### src/verilog/uart_rx_pkg.sv
// Shared constants and carrier types for the serial receiver block.
package uart_rx_pkg;

  ////////////////////////////////////////////////////////////////////////////
  // Register word indices on the Avalon-MM slave (one 32-bit word each).
  localparam int unsigned ADDR_W        = 3;
  localparam logic [2:0]  OFS_RX_STATUS = 3'h0;
  localparam logic [2:0]  OFS_RX_DATA   = 3'h1;
  localparam logic [2:0]  OFS_TX_STATUS = 3'h2;
  localparam logic [2:0]  OFS_BAUD_CTRL = 3'h3;
  localparam logic [2:0]  OFS_DIV_HIGH  = 3'h4;
  localparam logic [2:0]  OFS_DIV_LOW   = 3'h5;
  localparam logic [2:0]  OFS_IRQ_CTRL  = 3'h6;

  ////////////////////////////////////////////////////////////////////////////
  // Field positions in receive_status_control.
  localparam int unsigned RS_SERIAL_PORT_ENABLE = 7;
  localparam int unsigned RS_NINE_BIT_SELECT    = 6;
  localparam int unsigned RS_SINGLE_RECEIVE     = 5;
  localparam int unsigned RS_CONT_RECEIVE       = 4;
  localparam int unsigned RS_ADDRESS_DETECT     = 3;
  localparam int unsigned RS_FRAMING_ERROR      = 2;
  localparam int unsigned RS_OVERRUN_ERROR      = 1;
  localparam int unsigned RS_NINTH_BIT          = 0;
  // Field positions in transmit_status_control.
  localparam int unsigned TS_SYNC_MODE          = 4;
  localparam int unsigned TS_HIGH_SPEED_BAUD    = 2;
  // Field positions in baud_control.
  localparam int unsigned BC_RECEIVER_IDLE      = 6;
  localparam int unsigned BC_WIDE_GENERATOR     = 3;
  localparam int unsigned BC_WAKE_UP_ENABLE     = 1;
  // Field positions in the interrupt control word.
  localparam int unsigned IC_RECEIVE_FLAG       = 0;
  localparam int unsigned IC_RECEIVE_IRQ_ENABLE = 1;
  localparam int unsigned IC_RECEIVE_IRQ_PRIO   = 2;

  ////////////////////////////////////////////////////////////////////////////
  // Reset values and timing counts.
  localparam logic [7:0]  DIVISOR_RESET   = 8'h00;
  localparam logic [3:0]  SAMPLE_MID      = 4'h9;
  localparam logic [3:0]  SAMPLE_LAST     = 4'hF;
  localparam logic [3:0]  LAST_BIT_EIGHT  = 4'h7;
  localparam logic [3:0]  LAST_BIT_NINE   = 4'h8;
  localparam logic [4:0]  PRESCALE_FAST   = 5'h01;
  localparam logic [4:0]  PRESCALE_MID    = 5'h04;
  localparam logic [4:0]  PRESCALE_SLOW   = 5'h10;
  localparam logic [1:0]  BUFFER_DEPTH    = 2'h2;

  ////////////////////////////////////////////////////////////////////////////
  // Carrier types.
  typedef enum logic [1:0] {RX_IDLE, RX_START, RX_DATA, RX_STOP} rx_state_type;

  typedef struct packed {
    logic       framing;
    logic       ninth;
    logic [7:0] data;
  } rx_word_type;

  typedef struct packed {
    logic        enable;
    logic        high_speed;
    logic        wide;
    logic [15:0] divisor;
  } baud_cfg_type;

endpackage : uart_rx_pkg
### src/verilog/baud_tick_gen.sv
// Sample clock generator producing one tick per oversampling slot.
module baud_tick_gen (
  input  wire logic                      ref_clk,
  input  wire logic                      rst,
  input  wire logic                      ce,
  input  wire uart_rx_pkg::baud_cfg_type cfg,
  output logic                           tick_q
);
  import uart_rx_pkg::*;

  typedef struct packed {
    logic [4:0]  pre;
    logic [15:0] div;
    logic        tick;
  } gen_state_type;

  gen_state_type s_q;
  gen_state_type s_d;
  logic [4:0]    pre_limit;
  logic [15:0]   div_limit;

  // Both selects set give the fastest counter clock, neither the slowest.
  always_comb begin
    unique case ({cfg.wide, cfg.high_speed})
      2'b11:   pre_limit = PRESCALE_FAST;
      2'b00:   pre_limit = PRESCALE_SLOW;
      default: pre_limit = PRESCALE_MID;
    endcase
    div_limit = cfg.wide ? cfg.divisor : {8'h00, cfg.divisor[7:0]};
  end

  // Divide by prescale times (divisor + 1); held in reset while disabled.
  always_comb begin
    s_d      = s_q;
    s_d.tick = 1'b0;
    if (!cfg.enable) begin
      s_d = '0;
    end else if (s_q.pre + 5'h01 < pre_limit) begin
      s_d.pre = s_q.pre + 5'h01;
    end else begin
      s_d.pre = '0;
      if (s_q.div >= div_limit) begin
        s_d.div  = '0;
        s_d.tick = 1'b1;
      end else begin
        s_d.div = s_q.div + 16'h0001;
      end
    end
  end

  ////////////////////////////////////////////////////////////////////////////
  // State register.
  always_ff @(posedge ref_clk) begin
    if (rst) begin
      s_q <= '0;
    end else if (ce) begin
      s_q <= s_d;
    end
  end

  assign tick_q = s_q.tick;

endmodule : baud_tick_gen

### src/verilog/line_sync.sv
// Two-stage synchroniser for the asynchronous receive pin.
module line_sync (
  input  wire logic ref_clk,
  input  wire logic rst,
  input  wire logic ce,
  input  wire logic line_in,
  output logic      line_q
);
  import uart_rx_pkg::*;

  typedef struct packed {
    logic meta;
    logic stable;
  } sync_state_type;

  sync_state_type s_q;
  sync_state_type s_d;

  // The first stage feeds only the second; the idle line level is high.
  always_comb begin
    s_d        = s_q;
    s_d.meta   = line_in;
    s_d.stable = s_q.meta;
  end

  ////////////////////////////////////////////////////////////////////////////
  // State register, frozen while the clock enable is low.
  always_ff @(posedge ref_clk) begin
    if (rst) begin
      s_q <= '{meta: 1'b1, stable: 1'b1};
    end else if (ce) begin
      s_q <= s_d;
    end
  end

  assign line_q = s_q.stable;

endmodule : line_sync

### src/verilog/rx_serial_core.sv
// Asynchronous serial receiver with address filter and auto-wake.
module rx_serial_core (
  input  wire logic                       ref_clk,
  input  wire logic                       rst,
  input  wire logic                       ce,
  input  wire logic                       receive_line,
  input  wire logic                       sleep_mode,
  input  wire logic [uart_rx_pkg::ADDR_W-1:0] avs_address,
  input  wire logic                       avs_read,
  input  wire logic                       avs_write,
  input  wire logic [31:0]                avs_writedata,
  input  wire logic [3:0]                 avs_byteenable,
  output logic      [31:0]                avs_readdata,
  output logic                            avs_waitrequest,
  output logic                            receive_irq,
  output logic                            receive_irq_priority
);
  import uart_rx_pkg::*;

  typedef struct packed {
    logic                  waitreq;
    logic [31:0]           rdata;
    logic                  serial_port_enable;
    logic                  nine;
    logic                  single;
    logic                  continuous_receive_enable;
    logic                  address_detect_enable;
    logic                  overrun;
    logic                  sync_mode;
    logic                  high_speed;
    logic                  wide;
    logic                  wake_up_enable;
    logic [7:0]            div_hi;
    logic [7:0]            div_lo;
    logic                  rie;
    logic                  rip;
    logic                  irq;
    logic                  irq_pri;
    rx_word_type [1:0]     buf_w;
    logic [1:0]            count;
    logic                  wake_flag;
    logic                  wake_seen;
    rx_state_type          state;
    logic [3:0]            smp;
    logic [3:0]            bits;
    logic [2:0]            win;
    logic [8:0]            shift;
    logic                  line_prev;
  } core_state_type;

  core_state_type s_q;
  core_state_type s_d;
  baud_cfg_type   baud_cfg;
  logic           line_s;
  logic           tick;

  // Two of three samples around mid-bit decide the bit level.
  function automatic logic majority(input logic [2:0] v);
    majority = (v[0] & v[1]) | (v[0] & v[2]) | (v[1] & v[2]);
  endfunction : majority

  // Receive flag: unread words or a pending wake event.
  function automatic logic flag_of(input core_state_type s);
    flag_of = (s.count != 2'h0) | s.wake_flag;
  endfunction : flag_of

  ////////////////////////////////////////////////////////////////////////////
  // Pin synchroniser and sample clock generator.
  line_sync u_line_sync (
    .ref_clk (ref_clk),
    .rst     (rst),
    .ce      (ce),
    .line_in (receive_line),
    .line_q  (line_s)
  );

  assign baud_cfg = '{enable:     s_q.serial_port_enable & ~s_q.sync_mode & ~sleep_mode,
                      high_speed: s_q.high_speed,
                      wide:       s_q.wide,
                      divisor:    {s_q.div_hi, s_q.div_lo}};

  baud_tick_gen u_baud_tick_gen (
    .ref_clk (ref_clk),
    .rst     (rst),
    .ce      (ce),
    .cfg     (baud_cfg),
    .tick_q  (tick)
  );

  ////////////////////////////////////////////////////////////////////////////
  // Next-state logic: bus slave first, then wake logic, then the receiver,
  // so that hardware sets made in the same cycle win over software clears.
  always_comb begin
    logic        async_mode;
    logic        active;
    logic        fall;
    logic        rise;
    logic        bit_val;
    logic [31:0] rv;
    rx_word_type word;
    async_mode = 1'b0;
    active     = 1'b0;
    fall       = 1'b0;
    rise       = 1'b0;
    bit_val    = 1'b0;
    rv         = 32'h0000_0000;
    word       = '0;
    s_d        = s_q;

    // Read mux; unmapped words and unused bits read as zero.
    unique case (avs_address)
      OFS_RX_STATUS: begin
        rv[RS_SERIAL_PORT_ENABLE] = s_q.serial_port_enable;
        rv[RS_NINE_BIT_SELECT]    = s_q.nine;
        rv[RS_SINGLE_RECEIVE]     = s_q.single;
        rv[RS_CONT_RECEIVE]       = s_q.continuous_receive_enable;
        rv[RS_ADDRESS_DETECT]     = s_q.address_detect_enable;
        rv[RS_FRAMING_ERROR]      = s_q.buf_w[0].framing;
        rv[RS_OVERRUN_ERROR]      = s_q.overrun;
        rv[RS_NINTH_BIT]          = s_q.buf_w[0].ninth;
      end
      OFS_RX_DATA:   rv[7:0] = s_q.buf_w[0].data;
      OFS_TX_STATUS: begin
        rv[TS_SYNC_MODE]       = s_q.sync_mode;
        rv[TS_HIGH_SPEED_BAUD] = s_q.high_speed;
      end
      OFS_BAUD_CTRL: begin
        rv[BC_RECEIVER_IDLE]  = (s_q.state == RX_IDLE);
        rv[BC_WIDE_GENERATOR] = s_q.wide;
        rv[BC_WAKE_UP_ENABLE] = s_q.wake_up_enable;
      end
      OFS_DIV_HIGH:  rv[7:0] = s_q.div_hi;
      OFS_DIV_LOW:   rv[7:0] = s_q.div_lo;
      OFS_IRQ_CTRL:  begin
        rv[IC_RECEIVE_FLAG]       = flag_of(s_q);
        rv[IC_RECEIVE_IRQ_ENABLE] = s_q.rie;
        rv[IC_RECEIVE_IRQ_PRIO]   = s_q.rip;
      end
      default:       rv = 32'h0000_0000;
    endcase

    // One wait state: data latched on entry, effects at the release edge.
    if (s_q.waitreq && (avs_read || avs_write)) begin
      s_d.waitreq = 1'b0;
      s_d.rdata   = avs_write ? 32'h0000_0000 : rv;
    end else if (!s_q.waitreq) begin
      s_d.waitreq = 1'b1;
      if (avs_write && avs_byteenable[0]) begin
        unique case (avs_address)
          OFS_RX_STATUS: begin
            s_d.serial_port_enable   = avs_writedata[RS_SERIAL_PORT_ENABLE];
            s_d.nine   = avs_writedata[RS_NINE_BIT_SELECT];
            s_d.single = avs_writedata[RS_SINGLE_RECEIVE];
            s_d.continuous_receive_enable   = avs_writedata[RS_CONT_RECEIVE];
            s_d.address_detect_enable  = avs_writedata[RS_ADDRESS_DETECT];
            if (!avs_writedata[RS_CONT_RECEIVE]) begin
              s_d.overrun = 1'b0;
            end
          end
          OFS_TX_STATUS: begin
            s_d.sync_mode  = avs_writedata[TS_SYNC_MODE];
            s_d.high_speed = avs_writedata[TS_HIGH_SPEED_BAUD];
          end
          OFS_BAUD_CTRL: begin
            s_d.wide = avs_writedata[BC_WIDE_GENERATOR];
            s_d.wake_up_enable  = avs_writedata[BC_WAKE_UP_ENABLE];
          end
          OFS_DIV_HIGH:  s_d.div_hi = avs_writedata[7:0];
          OFS_DIV_LOW:   s_d.div_lo = avs_writedata[7:0];
          OFS_IRQ_CTRL:  begin
            s_d.rie = avs_writedata[IC_RECEIVE_IRQ_ENABLE];
            s_d.rip = avs_writedata[IC_RECEIVE_IRQ_PRIO];
          end
          default:       s_d.rip = s_q.rip;
        endcase
      end
      if (avs_read && avs_address == OFS_RX_DATA) begin
        s_d.wake_flag = 1'b0;
        if (s_q.count != 2'h0) begin
          s_d.buf_w[0] = s_q.buf_w[1];
          s_d.count    = s_q.count - 2'h1;
        end
      end
    end

    ////////////////////////////////////////////////////////////////////////
    // Line edges, seen only through the synchronised copy.
    fall          = s_q.line_prev & ~line_s;
    rise          = ~s_q.line_prev & line_s;
    s_d.line_prev = line_s;
    async_mode    = s_d.serial_port_enable & ~s_d.sync_mode;

    // Wake watch runs even in sleep, because it needs no generator tick.
    // wake in async only
    if (async_mode && s_d.wake_up_enable) begin
      if (!s_q.wake_seen && fall) begin
        s_d.wake_seen = 1'b1;
        s_d.wake_flag = 1'b1;
      end else if (s_q.wake_seen && rise) begin
        s_d.wake_seen = 1'b0;
        s_d.wake_up_enable       = 1'b0;
      end
    end else begin
      s_d.wake_seen = 1'b0;
    end

    ////////////////////////////////////////////////////////////////////////
    // Receiver; an overrun halts it until the error is cleared.
    // reception idles in wake
    active = async_mode & s_d.continuous_receive_enable & ~s_d.overrun & ~s_q.wake_up_enable
             & ~sleep_mode;
    bit_val = majority({s_q.win[1:0], line_s});
    if (!active) begin
      s_d.state = RX_IDLE;
    end else if (s_q.state == RX_IDLE) begin
      if (fall) begin
        s_d.state = RX_START;
        s_d.smp   = 4'h0;
        s_d.bits  = 4'h0;
      end
    end else if (tick) begin
      s_d.win = {s_q.win[1:0], line_s};
      s_d.smp = s_q.smp + 4'h1;
      unique case (s_q.state)
        RX_START: begin
          if (s_q.smp == SAMPLE_MID && bit_val) begin
            s_d.state = RX_IDLE;
          end else if (s_q.smp == SAMPLE_LAST) begin
            s_d.state = RX_DATA;
          end
        end
        RX_DATA: begin
          if (s_q.smp == SAMPLE_MID) begin
            s_d.shift = {bit_val, s_q.shift[8:1]};
          end
          if (s_q.smp == SAMPLE_LAST) begin
            if (s_q.bits == (s_q.nine ? LAST_BIT_NINE : LAST_BIT_EIGHT)) begin
              s_d.state = RX_STOP;
            end else begin
              s_d.bits = s_q.bits + 4'h1;
            end
          end
        end
        RX_STOP: begin
          if (s_q.smp == SAMPLE_MID) begin
            s_d.state = RX_IDLE;
            word.framing = ~bit_val;
            if (s_q.nine) begin
              word.ninth = s_q.shift[8];
              word.data  = s_q.shift[7:0];
            end else begin
              word.ninth = 1'b0;
              word.data  = s_q.shift[8:1];
            end
            if (!(s_q.address_detect_enable && s_q.nine && !word.ninth)) begin
              if (s_d.count == BUFFER_DEPTH) begin
                s_d.overrun = 1'b1;
              end else begin
                s_d.buf_w[s_d.count[0]] = word;
                s_d.count               = s_d.count + 2'h1;
              end
            end
          end
        end
        default: s_d.state = RX_IDLE;
      endcase
    end

    s_d.irq     = flag_of(s_d) & s_d.rie;
    s_d.irq_pri = flag_of(s_d) & s_d.rie & s_d.rip;
  end

  ////////////////////////////////////////////////////////////////////////////
  // State register; the whole block freezes while the clock enable is low.
  always_ff @(posedge ref_clk) begin
    if (rst) begin
      s_q           <= '0;
      s_q.waitreq   <= 1'b1;
      s_q.div_hi    <= DIVISOR_RESET;
      s_q.div_lo    <= DIVISOR_RESET;
      s_q.line_prev <= 1'b1;
      s_q.state     <= RX_IDLE;
    end else if (ce) begin
      s_q <= s_d;
    end
  end

  ////////////////////////////////////////////////////////////////////////////
  // Outputs come straight from the state register.
  assign avs_readdata         = s_q.rdata;
  assign avs_waitrequest      = s_q.waitreq;
  assign receive_irq          = s_q.irq;
  assign receive_irq_priority = s_q.irq_pri;

endmodule : rx_serial_core

### config.mk
export PLATFORM = sky130hd
export DESIGN_NAME = rx_serial_core
export DESIGN_NICKNAME = d
export VERILOG_FILES = /design/src/verilog/uart_rx_pkg.sv /design/src/verilog/baud_tick_gen.sv /design/src/verilog/line_sync.sv /design/src/verilog/rx_serial_core.sv
export SDC_FILE = /design/constraint.sdc
export NUM_CORES = 1
export LEC_CHECK = 0
export ABC_CLOCK_PERIOD_IN_PS = 2800
export BUFFER_PORTS_ARGS = -buffer_cell sky130_fd_sc_hd__buf_2
export CORE_UTILIZATION = 53
export CTS_CLUSTER_DIAMETER = 100
export DETAILED_ROUTE_END_ITERATION = 8
export PLACE_DENSITY = 0.84
export SYNTH_ARGS = -nofsm -noshare
export SYNTH_HDL_FRONTEND = slang
export SYNTH_SLANG_ARGS = --single-unit
### constraint.sdc
create_clock -name ref_clk -period 2.8 [get_ports ref_clk]
set_input_delay 0.42 -clock ref_clk [delete_from_list [all_inputs] [get_ports ref_clk]]
set_output_delay 0.42 -clock ref_clk [all_outputs]
set_load 0.02 [all_outputs]
==> reports/results.txt <==
CTS max path bufs: 2
Final Max Slew Viols: 0
Flops & latches, synth: 109
Setup CP Type: reg -> reg
Rows: 39
Vias in the first global route: 5536
Placed Cells: 888
IO Count: 81
CP cell instances: nand2_1 -> ha_1 -> a21o_1 -> a221oi_2 -> o311ai_2 -> a221o_1 -> nor4_1 -> a211o_1
Die area: 12400 sq um
VDD IR max: 0.305 mV
Skew final: 0.0102 ns
Residual DRC: 13
WL/cell: 18.6 microns
Final core occ: 0.603
Design Area, Final: 6970 sq um
Dominant cell type by area after synthesis: dfxtp_1
Clk Latency, worst-skew pair: 0.36 ns
TritonCTS clock tree: done
Post-synth top cells: 109 x dfxtp_1, 80 x nor2_1, 61 x nand2_1
Status: finished with violations
Final TNS setup: 0 ns
Leakage power: 2.60 nW
Violated checks: design-rule violations
Slowest cell on the critical path: a221o_1
Final period utilization: 0.980
Core ar.: 11600 sq um
Crit start category: flop
WL final: 16900 microns
Final HPWL DP: 12200 microns
Worst path required time: 3.10 ns
GPL Wtd Cong: 0.962
Post-DP Area: 6630 sq um
Post-synthesis sequential area ratio: 0.344
Largest stage delay, worst path: 0.47 ns
Antenna cell count: 0
Post-route minimum period: 2.74 ns
Post-Syn Area: 6350 sq um
Total of max-cap violations: 0
Grt ovf: 0
Clock sinks: 109
Yosys warns: 0
H-tree levels: 3
Die width: 111 microns
Max Clk Rate: 0.364 GHz
Via-to-Cell Ratio: 6.47
Worst Hold Class: in -> reg
Hold Vio Cnt, Final: 0
Max_slew headroom: 0.561
PD cells: 436 nW/um^2
Post-synth EDFFs: 0
Tot GR Track Use: 0.276
CTS root buf: clkbuf_16
Critical Path AT: 3.05 ns
Largest net degree at the start of global routing: 40
Crit-path max FO: 9
Total chip power: 0.00304 W
Endpoints failing setup: 0
# nets final: 836
Remaining antenna violation count after routing: 0
First-pass GRT wire length: 27600 microns
Fill cell count: 972
Cells after Synth: 730
Top-count cell post-synth: dfxtp_1
DR pass1 iterations: 9
Worst Tran Pin Value: 0.652 ns
Share of layout cells above drive strength 1: 0.149
Ys flop type: dfxtp_1
CTS Buf Count: 9
Die Span Y: 111 microns
Starting Density: 0.549
Area grow syn2layout: 9.77%
Mapped Avg Cell Area: 8.70 sq um
Main area contributors after synthesis: dfxtp_1 34%, mux2i_1 7.1%, ha_1 5.9%
Clock transition at path regs: 0.07 ns
Asr flop ratio synth: 0
Fin cells: 908
Post-synth cell types: 83
DR iter-0 viols: 857
DR vias: 5879
IO buf count: 29
Initial antenna violation count: 0
Worst setup EP type: flop
Yosys top cell area share: 0.344
[state kept, by name (all words and copies together), names as in the netlist]
name                    cells
u_line_sync.line_q          1
u_baud_tick_gen.tick_q      1
receive_irq_priority        1
u_line_sync.s_d             1
s_q                        56
receive_irq                 1
avs_readdata                8
u_baud_tick_gen.s_q        21
avs_waitrequest             1
baud_cfg                   18
[repair_timing]
action / CTS / global route
endpoints found under the setup margin: 14 / 14
pin swaps: 0 / 3
hold buffers: 0 / 0
setup buffers: 0 / 3
resized for setup: 2 / 4
gates cloned: 0 / 1
[worst paths after layout]
check / startpoint / end / slack (ns) / cells after the start
worst max register to register: baud_cfg[16] / u_baud_tick_gen.s_q[12] / 0.06 / 8
worst min-delay path: receive_line / u_line_sync.s_d[0] / 0.28 / 3
worst max-delay path: baud_cfg[16] / u_baud_tick_gen.s_q[12] / 0.06 / 8
worst min register to register: avs_readdata[1] / avs_readdata[1] / 0.45 / 2
[cells by family (layout without fill, tap and decap cells)]
kind of cell | Yosys count | after routing | share of synthesized area
AND/OR/NAND/NOR | 275 | 275 | 0.226
multiplexers | 54 | 54 | 0.101
adder cells (fa/ha/maj) | 31 | 31 | 0.0607
AO/OA/AOI/OAI | 155 | 156 | 0.174
buffers and inverters | 96 | 107 | 0.0819
other | 1 | 24 | 0.000590
flip-flops | 109 | 109 | 0.344
XOR/XNOR | 9 | 9 | 0.0124
[power breakdown]
group | internal [W] | leakage (nW) | switching, W
sequential | 0.00155 | 0.879 | 0.00000650
clock | 0.000716 | 0.143 | 0.000577
combinational | 0.0000510 | 1.58 | 0.000137
total | 0.00232 | 2.60 | 0.000720
[metal layers]
metal / wire [microns] / track usage / up-vias
li1: - / - / 2695
met1: 7100 / 0.362 / 2807
met2: 8040 / 0.458 / 314
met3: 1290 / 0.0408 / 63
met4: 493 / 0.108 / 0
met5: 0 / 0 / -
[cell usage in the layout (no fill, tap or decap), types with 13 or more instances in the layout]
cell     count
inv_1       26
a21oi_1     34
nor2_1      79
nand4_1     13
nor3_1      28
nand2_1     61
o21ai_0     26
buf_4       33
nor4_1      16
ha_1        29
buf_2       29
conb_1      24
dfxtp_1    107
mux2i_1     45
nand3_1     22
[critical path, delay by kind of cell (launching register included)]
| kind | cells | cell delay [ns] |
|---|---|---|
| flip-flops | 1 | 0.44 |
| AO/OA/AOI/OAI | 5 | 1.38 |
| AND/OR/NAND/NOR | 2 | 0.55 |
| adder cells (fa/ha/maj) | 1 | 0.32 |
[layout make-up]
class	count	area [sq um]	area share
Multi-Input combinational cell	549	3800	0.545
Sequential cell	109	2180	0.313
Timing Repair Buffer	63	413	0.0592
Clock buffer	12	246	0.0353
Tap cell	143	179	0.0257
Inverter	28	105	0.0151
Clock inverter	4	47.5	0.00682
[per-stage QoR]
step	hold WS [ns]	setup WS, ns
after global routing	0.322	-0.191
after global placement	0.439	0.109
final	0.277	0.0559
after detailed placement	0.444	-0.0366
after CTS	0.280	0.0700
after floorplan	0.432	0.0228
No activity file was read; power rests on OpenSTA's default activity.
